**src/apcr_cfg.svh**
```systemverilog
// Offsets, field positions, reset values and codes of the converter control block
`ifndef APCR_CFG_SVH
`define APCR_CFG_SVH
`define APCR_OFS_PD_LOW 12'h000
`define APCR_OFS_PD_MID 12'h004
`define APCR_OFS_PD_HIGH 12'h008
`define APCR_OFS_CTRL 12'h00C
`define APCR_OFS_CFG 12'h010
`define APCR_OFS_RES_HIGH 12'h014
`define APCR_OFS_RES_LOW 12'h018
`define APCR_OFS_CMP 12'h01C
`define APCR_CTRL_CH_LSB 0
`define APCR_CTRL_CMPGT_BIT 5
`define APCR_CTRL_CMPEN_BIT 6
`define APCR_CTRL_IE_BIT 7
`define APCR_CTRL_DONE_BIT 8
`define APCR_CFG_CLK_LSB 0
`define APCR_CFG_MODE_LSB 2
`define APCR_CFG_DIV_LSB 5
`define APCR_CH_OFF 5'h1F
`define APCR_PD_RST 8'h00
`define APCR_MODE_8 2'h0
`define APCR_MODE_12 2'h1
`define APCR_MODE_10 2'h2
`define APCR_CLK_BUS 2'h0
`define APCR_CLK_HALF 2'h1
`define APCR_CLK_ALT 2'h2
`define APCR_CLK_ASYNC 2'h3
`define APCR_MAX10 10'h3FF
`define APCR_MAX8 8'hFF
`endif

```
**src/apcr_pkg.sv**
```systemverilog
// Types shared by the converter control block
package apcr_pkg;
   typedef enum logic [1:0] {ST_DISABLED, ST_IDLE, ST_ACTIVE} apcr_state_e;
   typedef struct packed {
      logic [23:0] pd;
      logic [4:0] chsel;
      logic cmp_gt;
      logic cmp_en;
      logic ie;
      logic done;
      logic [1:0] div;
      logic [1:0] mode;
      logic [1:0] clksel;
      logic [11:0] cv;
      logic [7:0] res_h;
      logic [7:0] res_l;
      apcr_state_e st;
      logic half;
      logic start;
      logic [2:0] alt_sy;
      logic [2:0] ack_sy;
   } apcr_state_s;
   typedef struct packed {
      logic [2:0] cnt;
   } apcr_div_s;
endpackage : apcr_pkg

```
**src/apcr_clkdiv.sv**
```systemverilog
// Divider that turns source ticks into converter clock ticks
`timescale 1ns/1ps
`default_nettype none
`include "apcr_cfg.svh"
module apcr_clkdiv (
   input wire logic pclk,
   input wire logic presetn,
   input wire logic run,
   input wire logic src_tick,
   input wire logic [1:0] div_sel,
   output logic tick
);
   apcr_pkg::apcr_div_s q_r;
   apcr_pkg::apcr_div_s q_nxt;
   logic [2:0] limit;

   always_comb begin
      limit = 3'h0;
      case (div_sel)
         2'h0: limit = 3'h0;
         2'h1: limit = 3'h1;
         2'h2: limit = 3'h3;
         default: limit = 3'h7;
      endcase
   end

   // Idle divider holds at zero to save power
   always_comb begin
      q_nxt = q_r;
      if (!run) begin
         q_nxt.cnt = 3'h0;
      end else if (src_tick) begin
         q_nxt.cnt = (q_r.cnt >= limit) ? 3'h0 : q_r.cnt + 3'h1;
      end
   end

   assign tick = run && src_tick && (q_r.cnt >= limit);

   always_ff @(posedge pclk or negedge presetn) begin
      if (!presetn) begin
         q_r <= '0;
      end else begin
         q_r <= q_nxt;
      end
   end
endmodule : apcr_clkdiv
`default_nettype wire

```
**src/apcr_top.sv**
```systemverilog
// Converter pin control, clock select, result placement and completion flag
//
// Overview of operation
// - Pin-disable bit 0 keeps port control of pin, 1 removes it.
// - Low pin-disable register bits 0..7 map to channels 0..7.
// - Middle pin-disable register bits 0..7 map to channels 8..15.
// - High pin-disable register bits 0..7 map to channels 16..23.
// - Disabled pin has its output driver forced to high impedance.
// - Disabled pin has input buffer off; port read returns zero.
// - Disabled pin has its pull-up forced off.
// - Converter disabled during reset and when channel select is all ones.
// - After completion converter idles in lowest power until next start.
// - 12-bit raw value; 10-bit mode rounds it to 10 bits.
// - 8-bit mode rounds 9-bit raw to 8 bits, low result only.
// - Store sets done flag; interrupt if enable set at that moment.
// - Compare enable checks each result against compare value, any mode.
// - Four clock sources, selected then divided, form converter clock.
// - Bus clock is the selected source after reset.
// - Halved bus clock with divider gives division up to 16.
// - Internal asynchronous clock keeps running in wait and stop3.
// - Divider ratios 1, 2, 4 or 8.
// - Mode 00 8-bit, 01 12-bit, 10 10-bit, 11 reserved.
// - Source 00 bus, 01 bus halved, 10 alternate, 11 asynchronous.
// - Divide 00 by 1, 01 by 2, 10 by 4, 11 by 8.
// - Unused upper result bits read zero in 10 and 8-bit modes.
`timescale 1ns/1ps
`default_nettype none
`include "apcr_cfg.svh"
module apcr_top #(
   parameter int NCH = 24,
   parameter int RAW_W = 12
) (
   input wire logic pclk,
   input wire logic presetn,
   input wire logic psel,
   input wire logic penable,
   input wire logic pwrite,
   input wire logic [11:0] paddr,
   input wire logic [31:0] pwdata,
   output logic [31:0] prdata,
   output logic pready,
   output logic pslverr,
   input wire logic alternate_clock,
   input wire logic internal_async_clock,
   input wire logic wait_mode,
   input wire logic stop3_mode,
   input wire logic sar_done,
   input wire logic [RAW_W-1:0] sar_raw,
   input wire logic [NCH-1:0] gpio_do,
   input wire logic [NCH-1:0] gpio_drive,
   input wire logic [NCH-1:0] gpio_pullup,
   input wire logic [NCH-1:0] pad_di,
   output logic [NCH-1:0] pad_do,
   output logic [NCH-1:0] pad_oe_n,
   output logic [NCH-1:0] pad_pu_en,
   output logic [NCH-1:0] pad_ibuf_en,
   output logic [NCH-1:0] gpio_di,
   output logic conv_enable,
   output logic conv_active,
   output logic conv_start,
   output logic converter_clock,
   output logic async_clk_run,
   output logic done_irq
);
   if (NCH != 24 || RAW_W != 12) begin : g_chk
      $error("apcr_top serves 24 channels and a 12-bit raw value only");
   end

   apcr_pkg::apcr_state_s s_r;
   apcr_pkg::apcr_state_s s_nxt;
   logic wr;
   logic rd;
   logic hit;
   logic src_tick;
   logic clk_run;
   logic store;
   logic cmp_ok;
   logic [11:0] rounded;
   logic [10:0] sum10;
   logic [8:0] sum8;
   logic [4:0] new_ch;

   assign wr = psel && penable && pwrite;
   assign rd = psel && penable && !pwrite;
   assign pready = 1'b1;
   assign new_ch = pwdata[`APCR_CTRL_CH_LSB +: 5];

   always_comb begin
      hit = 1'b1;
      prdata = 32'h0000_0000;
      case (paddr)
         `APCR_OFS_PD_LOW: prdata[7:0] = s_r.pd[7:0];
         `APCR_OFS_PD_MID: prdata[7:0] = s_r.pd[15:8];
         `APCR_OFS_PD_HIGH: prdata[7:0] = s_r.pd[23:16];
         `APCR_OFS_CTRL: begin
            prdata[`APCR_CTRL_CH_LSB +: 5] = s_r.chsel;
            prdata[`APCR_CTRL_CMPGT_BIT] = s_r.cmp_gt;
            prdata[`APCR_CTRL_CMPEN_BIT] = s_r.cmp_en;
            prdata[`APCR_CTRL_IE_BIT] = s_r.ie;
            prdata[`APCR_CTRL_DONE_BIT] = s_r.done;
         end
         `APCR_OFS_CFG: begin
            prdata[`APCR_CFG_CLK_LSB +: 2] = s_r.clksel;
            prdata[`APCR_CFG_MODE_LSB +: 2] = s_r.mode;
            prdata[`APCR_CFG_DIV_LSB +: 2] = s_r.div;
         end
         `APCR_OFS_RES_HIGH: prdata[7:0] = s_r.res_h;
         `APCR_OFS_RES_LOW: prdata[7:0] = s_r.res_l;
         `APCR_OFS_CMP: prdata[11:0] = s_r.cv;
         default: hit = 1'b0;
      endcase
   end

   // Unmapped access answers with an error and has no effect
   assign pslverr = psel && penable && !hit;

   // Pin forcing stays combinational so a set bit acts at once
   assign pad_do = gpio_do & ~s_r.pd;
   assign pad_oe_n = ~(gpio_drive & ~s_r.pd);
   assign pad_ibuf_en = ~s_r.pd;
   assign gpio_di = pad_di & ~s_r.pd;
   assign pad_pu_en = gpio_pullup & ~s_r.pd;

   // Source selection; outside pins are synchronised, edges taken after stage two
   always_comb begin
      src_tick = 1'b0;
      case (s_r.clksel)
         `APCR_CLK_BUS: src_tick = 1'b1;
         `APCR_CLK_HALF: src_tick = s_r.half;
         `APCR_CLK_ALT: src_tick = s_r.alt_sy[1] && !s_r.alt_sy[2];
         default: src_tick = s_r.ack_sy[1] && !s_r.ack_sy[2];
      endcase
   end

   // Only the asynchronous source survives stop3; wait keeps bus sources alive
   assign clk_run = (s_r.st == apcr_pkg::ST_ACTIVE)
      && (!stop3_mode || s_r.clksel == `APCR_CLK_ASYNC);
   assign async_clk_run = (s_r.st == apcr_pkg::ST_ACTIVE)
      && (s_r.clksel == `APCR_CLK_ASYNC);

   apcr_clkdiv u_div (
      .pclk(pclk),
      .presetn(presetn),
      .run(clk_run),
      .src_tick(src_tick),
      .div_sel(s_r.div),
      .tick(converter_clock)
   );

   // Rounding saturates so a full-scale raw value never wraps to zero
   assign sum10 = {1'b0, sar_raw[11:2]} + {10'h000, sar_raw[1]};
   assign sum8 = {1'b0, sar_raw[8:1]} + {8'h00, sar_raw[0]};

   always_comb begin
      rounded = sar_raw;
      case (s_r.mode)
         `APCR_MODE_10: rounded = {2'h0, sum10[10] ? `APCR_MAX10 : sum10[9:0]};
         `APCR_MODE_8: rounded = {4'h0, sum8[8] ? `APCR_MAX8 : sum8[7:0]};
         default: rounded = sar_raw;
      endcase
   end

   assign cmp_ok = !s_r.cmp_en
      || (s_r.cmp_gt ? (rounded >= s_r.cv) : (rounded < s_r.cv));
   assign store = sar_done && (s_r.st == apcr_pkg::ST_ACTIVE) && cmp_ok;

   always_comb begin
      s_nxt = s_r;
      s_nxt.start = 1'b0;
      s_nxt.half = !s_r.half;
      s_nxt.alt_sy = {s_r.alt_sy[1:0], alternate_clock};
      s_nxt.ack_sy = {s_r.ack_sy[1:0], internal_async_clock};
      if (rd && paddr == `APCR_OFS_RES_LOW) begin
         s_nxt.done = 1'b0;
      end
      if (sar_done && s_r.st == apcr_pkg::ST_ACTIVE) begin
         s_nxt.st = apcr_pkg::ST_IDLE;
      end
      if (wr) begin
         case (paddr)
            `APCR_OFS_PD_LOW: s_nxt.pd[7:0] = pwdata[7:0];
            `APCR_OFS_PD_MID: s_nxt.pd[15:8] = pwdata[7:0];
            `APCR_OFS_PD_HIGH: s_nxt.pd[23:16] = pwdata[7:0];
            `APCR_OFS_CTRL: begin
               s_nxt.chsel = new_ch;
               s_nxt.cmp_gt = pwdata[`APCR_CTRL_CMPGT_BIT];
               s_nxt.cmp_en = pwdata[`APCR_CTRL_CMPEN_BIT];
               s_nxt.ie = pwdata[`APCR_CTRL_IE_BIT];
               s_nxt.done = 1'b0;
               // Writing all ones parks the converter, any other channel starts it
               if (new_ch == `APCR_CH_OFF) begin
                  s_nxt.st = apcr_pkg::ST_DISABLED;
               end else begin
                  s_nxt.st = apcr_pkg::ST_ACTIVE;
                  s_nxt.start = 1'b1;
               end
            end
            `APCR_OFS_CFG: begin
               s_nxt.clksel = pwdata[`APCR_CFG_CLK_LSB +: 2];
               s_nxt.mode = pwdata[`APCR_CFG_MODE_LSB +: 2];
               s_nxt.div = pwdata[`APCR_CFG_DIV_LSB +: 2];
            end
            `APCR_OFS_CMP: s_nxt.cv = pwdata[11:0];
            default: s_nxt.cv = s_r.cv;
         endcase
         // Config or compare change makes a running conversion meaningless
         if ((paddr == `APCR_OFS_CFG || paddr == `APCR_OFS_CMP)
               && s_r.st == apcr_pkg::ST_ACTIVE) begin
            s_nxt.st = apcr_pkg::ST_IDLE;
         end
      end
      if (store) begin
         s_nxt.res_h = {4'h0, rounded[11:8]};
         s_nxt.res_l = rounded[7:0];
         s_nxt.done = 1'b1;
      end
   end

   always_ff @(posedge pclk or negedge presetn) begin
      if (!presetn) begin
         s_r <= '0;
         s_r.pd <= {3{`APCR_PD_RST}};
         s_r.chsel <= `APCR_CH_OFF;
         s_r.clksel <= `APCR_CLK_BUS;
         s_r.mode <= `APCR_MODE_8;
         s_r.st <= apcr_pkg::ST_DISABLED;
      end else begin
         s_r <= s_nxt;
      end
   end

   assign conv_enable = (s_r.st != apcr_pkg::ST_DISABLED);
   assign conv_active = (s_r.st == apcr_pkg::ST_ACTIVE);
   assign conv_start = s_r.start;
   assign done_irq = s_r.done && s_r.ie;
endmodule : apcr_top
`default_nettype wire
```
**config.mk**
```make
export PLATFORM = sky130hd
export DESIGN_NAME = apcr_top
export DESIGN_NICKNAME = d
export VERILOG_FILES = /design/src/apcr_pkg.sv /design/src/apcr_clkdiv.sv /design/src/apcr_top.sv
export VERILOG_INCLUDE_DIRS = /design/src
export SDC_FILE = /design/constraint.sdc
export NUM_CORES = 1
export LEC_CHECK = 0
export ABC_AREA = 1
export BUFFER_PORTS_ARGS = -buffer_cell sky130_fd_sc_hd__buf_2
export CORE_MARGIN = 1
export CORE_UTILIZATION = 30
export CTS_BUF_LIST = sky130_fd_sc_hd__clkbuf_8
export DETAILED_ROUTE_END_ITERATION = 8
export PLACE_DENSITY_LB_ADDON = 0.25
export REMOVE_ABC_BUFFERS = 1
export SYNTH_ARGS = -nofsm -noshare
export SYNTH_HDL_FRONTEND = slang
export SYNTH_SLANG_ARGS = --single-unit
```
**constraint.sdc**
```tcl
create_clock -name pclk -period 4.11 [get_ports pclk]
set_input_delay 0.822 -clock pclk [delete_from_list [all_inputs] [get_ports pclk]]
set_output_delay 0.822 -clock pclk [all_outputs]
set_load 0.01 [all_outputs]
```
**Word-level counts from Yosys, hierarchy flattened**

Cells that the tools add are included.

- Output and inout port bits: 160
- Register bits: 76

- Order comparisons: 3
- Reductions and logical operators: 37
- Muxes and demuxes: 30
- Equality and inequality tests: 16
- Bitwise gates (word level): 6
- $add $sub $neg: 3

Operators with widths:

| kind | number |
|---|---|
| 24-bit bitwise AND | 4 |
| 12-bit by 5-bit == test with 1-bit output (second input constant) | 4 |
| 24-bit inverter | 2 |
| 4-bit case mux with 8 select lines | 1 |
| 12-bit by 4-bit == test with 1-bit output (second input constant) | 2 |
| 12-bit case mux with 2 select lines | 1 |
| 19-bit 2-to-1 mux | 1 |
| 1-bit logical AND | 15 |
| 2-bit case mux with 7 select lines | 1 |
| 12-bit by 3-bit == test with 1-bit output (second input constant) | 1 |
| 12-bit greater-or-equal comparator | 1 |
| 12-bit logical NOT | 1 |
| 12-bit < comparator | 1 |
| 12-bit 2-to-1 mux | 1 |
| 3-bit 2-to-1 mux | 4 |
| 1-bit case mux with 6 select lines | 2 |
| 2-bit AND reduction | 6 |
| 10-bit by 1-bit adder with 11-bit output | 1 |
| 2-bit == test (second input constant) | 5 |
| 10-bit 2-to-1 mux | 1 |
| 2-bit 2-to-1 mux | 5 |
| 8-bit by 1-bit adder with 9-bit output | 1 |
| 3-bit case mux with 3 select lines | 1 |
| 1-bit 2-to-1 mux | 8 |
| 14 further kinds | 25 |

**Logic depth before layout (Yosys ltp)**

- Word-level depth: 8
- Mapped depth: 22
- Gate-level depth less buffers: 21

**Cells and area by module**

Synthesis repeated with hierarchy kept, for this count alone.

- Cell total of the unflattened synthesis: 805
- Area total of the unflattened synthesis: 5,469.0 um^2

Modules (own cells, without submodules):

| module | cells each | instances | area an instance (um^2) | seq. area each (um^2) |
|---|---|---|---|---|
| apcr_top | 764 | 1 | 5,208.7 | 1,833.0 |
| apcr_clkdiv | 41 | 1 | 260.2 | 75.1 |

**Worst setup path after synthesis**

No wires, ideal clock.

- Path type: input port to flip-flop
- Start: in sar_raw[1]
- End: reg s_r[13] in the netlist's numbering
- Stages: 19
- Data arrival time: 2,791 ps
- Setup time: 116 ps
- Required time: 3,994 ps
- Buffers on the path: 1
- Slack: 1,203 ps
- Path through: ha_1 ha_1 nand3_1 nand2_2 inv_2 nand2_1 o21ai_1 nor2_2 ha_1 nand2_1 nor2_1 nand2_1 o21ai_1 nand3_1 nand3_2 nand2_1 buf_4 nand2_1 nand2_1

- Word-level cells in the longest chain between the ends: 7
- Elaborated cells on any way between the ends: 10
- Classes of those cells: add/sub: 2; order compare: 2; mux: 4; reduce/logical: 2

Ends and longest elaborated chain:

| element | line | text |
|---|---|---|
| start: declaration | apcr_top.sv:48 | `input wire logic [RAW_W-1:0] sar_raw,` |
| 10-bit by 1-bit adder with 11-bit output or 8-bit by 1-bit adder with 9-bit output (tied branches) | apcr_top.sv:151, apcr_top.sv:152 |  |
| 10-bit 2-to-1 mux or 8-bit 2-to-1 mux (tied branches) | apcr_top.sv:157, apcr_top.sv:158 |  |
| 12-bit case mux with 2 select lines * | apcr_top.sv:156 | `case (s_r.mode)` |
| via rounded[6] | apcr_top.sv:78 | `logic [11:0] rounded;` |
| 12-bit < comparator or 12-bit greater-or-equal comparator (tied branches) | apcr_top.sv:164 | `\|\| (s_r.cmp_gt ? (rounded >= s_r.cv) : (rounded < s_r.cv));` |
| 1-bit 2-to-1 mux * | apcr_top.sv:164 |  |
| 1-bit logical OR * | apcr_top.sv:164 |  |
| 1-bit logical AND * | apcr_top.sv:165 | `assign store = sar_done && (s_r.st == apcr_pkg::ST_ACTIVE) && cmp_ok;` |
| end signal: assignment | apcr_top.sv:228 | `s_r <= s_nxt;` |
| end: declaration | apcr_top.sv:69 | `apcr_pkg::apcr_state_s s_r;` |

The timed path passes the listed nets; every way through them passes the cells marked *.
A chain may end at the register's enable or synchronous reset.

**Worst setup path in the final report**

- Start: in paddr[1]
- End: out prdata[3]

- Word-level cells in the longest chain between the ends: 2
- Elaborated cells on any way between the ends: 9
- Classes of those cells: eq/ne: 7; mux: 1; reduce/logical: 1

Ends and longest elaborated chain:

| element | line | text |
|---|---|---|
| start: declaration | apcr_top.sv:38 | `input wire logic [11:0] paddr,` |
| 12-bit by 5-bit == test with 1-bit output, or another cell as far along | apcr_top.sv:91 | `case (paddr)` |
| 4-bit case mux with 8 select lines * | apcr_top.sv:91 |  |
| end: declaration | apcr_top.sv:40 | `output logic [31:0] prdata,` |

Mark *: on every way between the ends. The rest lies on a longest branch, timed or not.

==> out/metrics.cfg <==
[run_status]
status=finished clean

[logic_synthesis]
synth_ff_type=dfrtp_1
ys_ff_latch=76
yosys.area.top_type=dfrtp_1
yosysWarnings=0
yosysSeqAreaShare_pct=35.4
yosysTopAreaCellShare_pct=32.9
synthTopCellsByArea=dfrtp_1, nand2_1, inv_1, nor2_1, o21ai_0
synthDistinctLibCells=39
synth.cell_area_mm2=0.00539
postSynthAreaPerCell_um2=6.72
synth_edf_count=0
async_flop_share_pct=100
synthCells=802

[timing]
setup_violations=0
worstMarginPinSlew_ns=1.01
relSlewSlack_pct=32.8
fmax_mhz=309
min_period_over_period_pct=78.8
slew_viol_final=0
skew_ns=0.00829
finalHoldViolCount=0
setup_ws_ns=0.872
rsz0062_at_grt=false
setup_tns_ns=0
period_needed_ns=3.24

[cells_and_area]
final_common_cell=buf_2
syn2layout_area_growth_pct=32.5
antennaDiodeCount=0
nNetsFinal=1262
layout_common_cells=buf_2, nand2_1, inv_1, nor2_1, dfrtp_1
drive_above_1_share_pct=31.2

[power]
switching_share_pct=26.7
p_comb_share_pct=16.9
pwr-share-seq_pct=45.4
power.leakage_nw=4.19
finalPower_w=0.00168
p_int_w=0.00123
peakVddDrop_v=0.000130
p_switching_w=0.000448
power_density_mw_per_mm2=235
clkPwrFrac_pct=37.7

[cts]
cts_max_path_buffers=2
cts_made_buffers=9
htreeDepth=3
clock_sinks=76
cts_hold_buf=0
clk_pin_slew_worst_paths_ns=0.07
cts_resized=0
post-cts-setup-buffer-count=0
ctsRootBufferMaster=clkbuf_8
clk_latency_ns=0.35
cts_tree=yes

[die]
pin_count=322
die_y_um=136
die_x_um=136
die_area_mm2=0.0185
rows=48
core_mm2=0.0174
start_util_pct=31.0

[placed_design]
place_ws_ns=0.582
dp_hpwl_um=13500
place_congestion=0.843
io_buffer_count=279

[route]
routed-via-count=5673
via_per_inst=4.33
routedWlPerCell_um=13.3
ant_nets=0
drt_iter0_drc=290
drt_wl_total_um=17400
drtPass1Iterations=4
drc=0

[worst_setup_path]
worst-setup-path-type=input pin to output port
critPathBufInv=3
critPathMaxFanout=9
start_kind=input pin
crit_family=simple AND/OR/NAND/NOR gates
cp-end-kind=output port
required_ns=3.29
path_cells=buf_2 -> nor2_2 -> inv_2 -> nor3_4 -> nand2_1 -> o21ai_0 -> nor2_1 -> nand2_1 -> buf_2
worstPathArrival_ns=2.42
critPathMaxStageDelay_ns=0.41
crit_slowest_cell=nand2_1

[worst_hold_path]
hold_path_class=flip-flop to flip-flop

[grt]
antenna_found_initial=0
grt_pass1_vias=5301
grt_pass1_wl_um=27100
grt_max_degree=77
grtUsageTotal_pct=19.0
grt_overflow=0

[flow_run]
cap_violations=0

[kinds of logic (layout without fill, tap and decap cells)]
family | after synthesis | after routing | synth area share [%]
xor+xnor | 11 | 11 | 1.79
flops | 76 | 76 | 35.4
simple gates | 380 | 380 | 30.1
other cells | 2 | 21 | 0.139
mux | 5 | 5 | 1.30
fa+ha+maj | 20 | 20 | 4.64
buf+inv | 201 | 465 | 16.0
compound gates | 107 | 107 | 10.6
[worst paths after layout]
check,from,endpoint,slack (ns),depth (start not counted)
min in group asynchronous,presetn,s_r[58]$_DFFE_PN0P_,0.64,1
worst max-delay path,paddr[1],prdata[3],0.87,9
worst min-delay path,s_nxt[1]$_DFF_PN0_,s_nxt[2]$_DFF_PN0_,0.37,0
max in group asynchronous,presetn,s_r[40]$_DFFE_PN0P_,2.82,1
worst min register to register,s_nxt[1]$_DFF_PN0_,s_nxt[2]$_DFF_PN0_,0.37,0
worst max register to register,s_r[40]$_DFFE_PN0P_,s_r[13]$_DFFE_PN0P_,1.32,15
[power by group through the flow]
stage	logic [W]	clock network, W	registers [W]
finish	0.000283	0.000633	0.000761
global route	0.000322	0.000691	0.000762
CTS	0.000287	0.000654	0.000761
detailed placement	0.000285	0	0.000775
global placement	0.000283	0	0.000775
floorplan	0.000131	0	0.000774
[per-stage QoR]
stage	hold WS, ns	instances	instance area, µm²	util, %
after global routing	0.375	1310	7150	41.0
after floorplan	0.331	788	5240	-
after CTS	0.368	1310	7150	41.0
final	0.366	1310	7150	41.0
after global placement	0.338	1294	6930	39.8
after detailed placement	0.336	1294	6930	39.8
[sequential cells by signal (all words and copies together) (netlist names)]
register    cells
u_div.q_r       3
s_r            68
s_nxt           4
conv_start      1
[Yosys cell counts, types with 3 or more instances]
library cell / instances
dfstp_2: 5
nor2_1: 118
mux2_4: 4
o21ai_0: 51
buf_4: 22
dfrtp_1: 71
clkbuf_1: 3
nor3_2: 3
o22ai_1: 13
xor2_1: 7
inv_2: 6
xnor2_1: 4
nand2_2: 6
o21ai_1: 29
nand3_1: 30
nor2_2: 3
nand2_1: 200
buf_2: 6
inv_1: 161
a21oi_1: 9
nand3_2: 5
nor2_4: 4
ha_1: 20
[cell type report]
class | instances | area, µm²
well taps | 225 | 282
clock buffers | 10 | 138
repair buffers | 281 | 1410
fillers | 1875 | 10300
flip-flops and latches | 76 | 1910
multi-input cells | 544 | 2700
inverters | 168 | 632
clock inverters | 6 | 78.8
[routing by layer]
layer | global-route usage (%) | vias to the layer above | wire (µm)
met5 | 0 | - | 0
met4 | 2.90 | 0 | 98
met3 | 3.36 | 8 | 1040
met2 | 33.2 | 199 | 8310
met1 | 24.8 | 2513 | 7920
li1 | - | 2953 | -
Power figures use the tool's default switching activity.
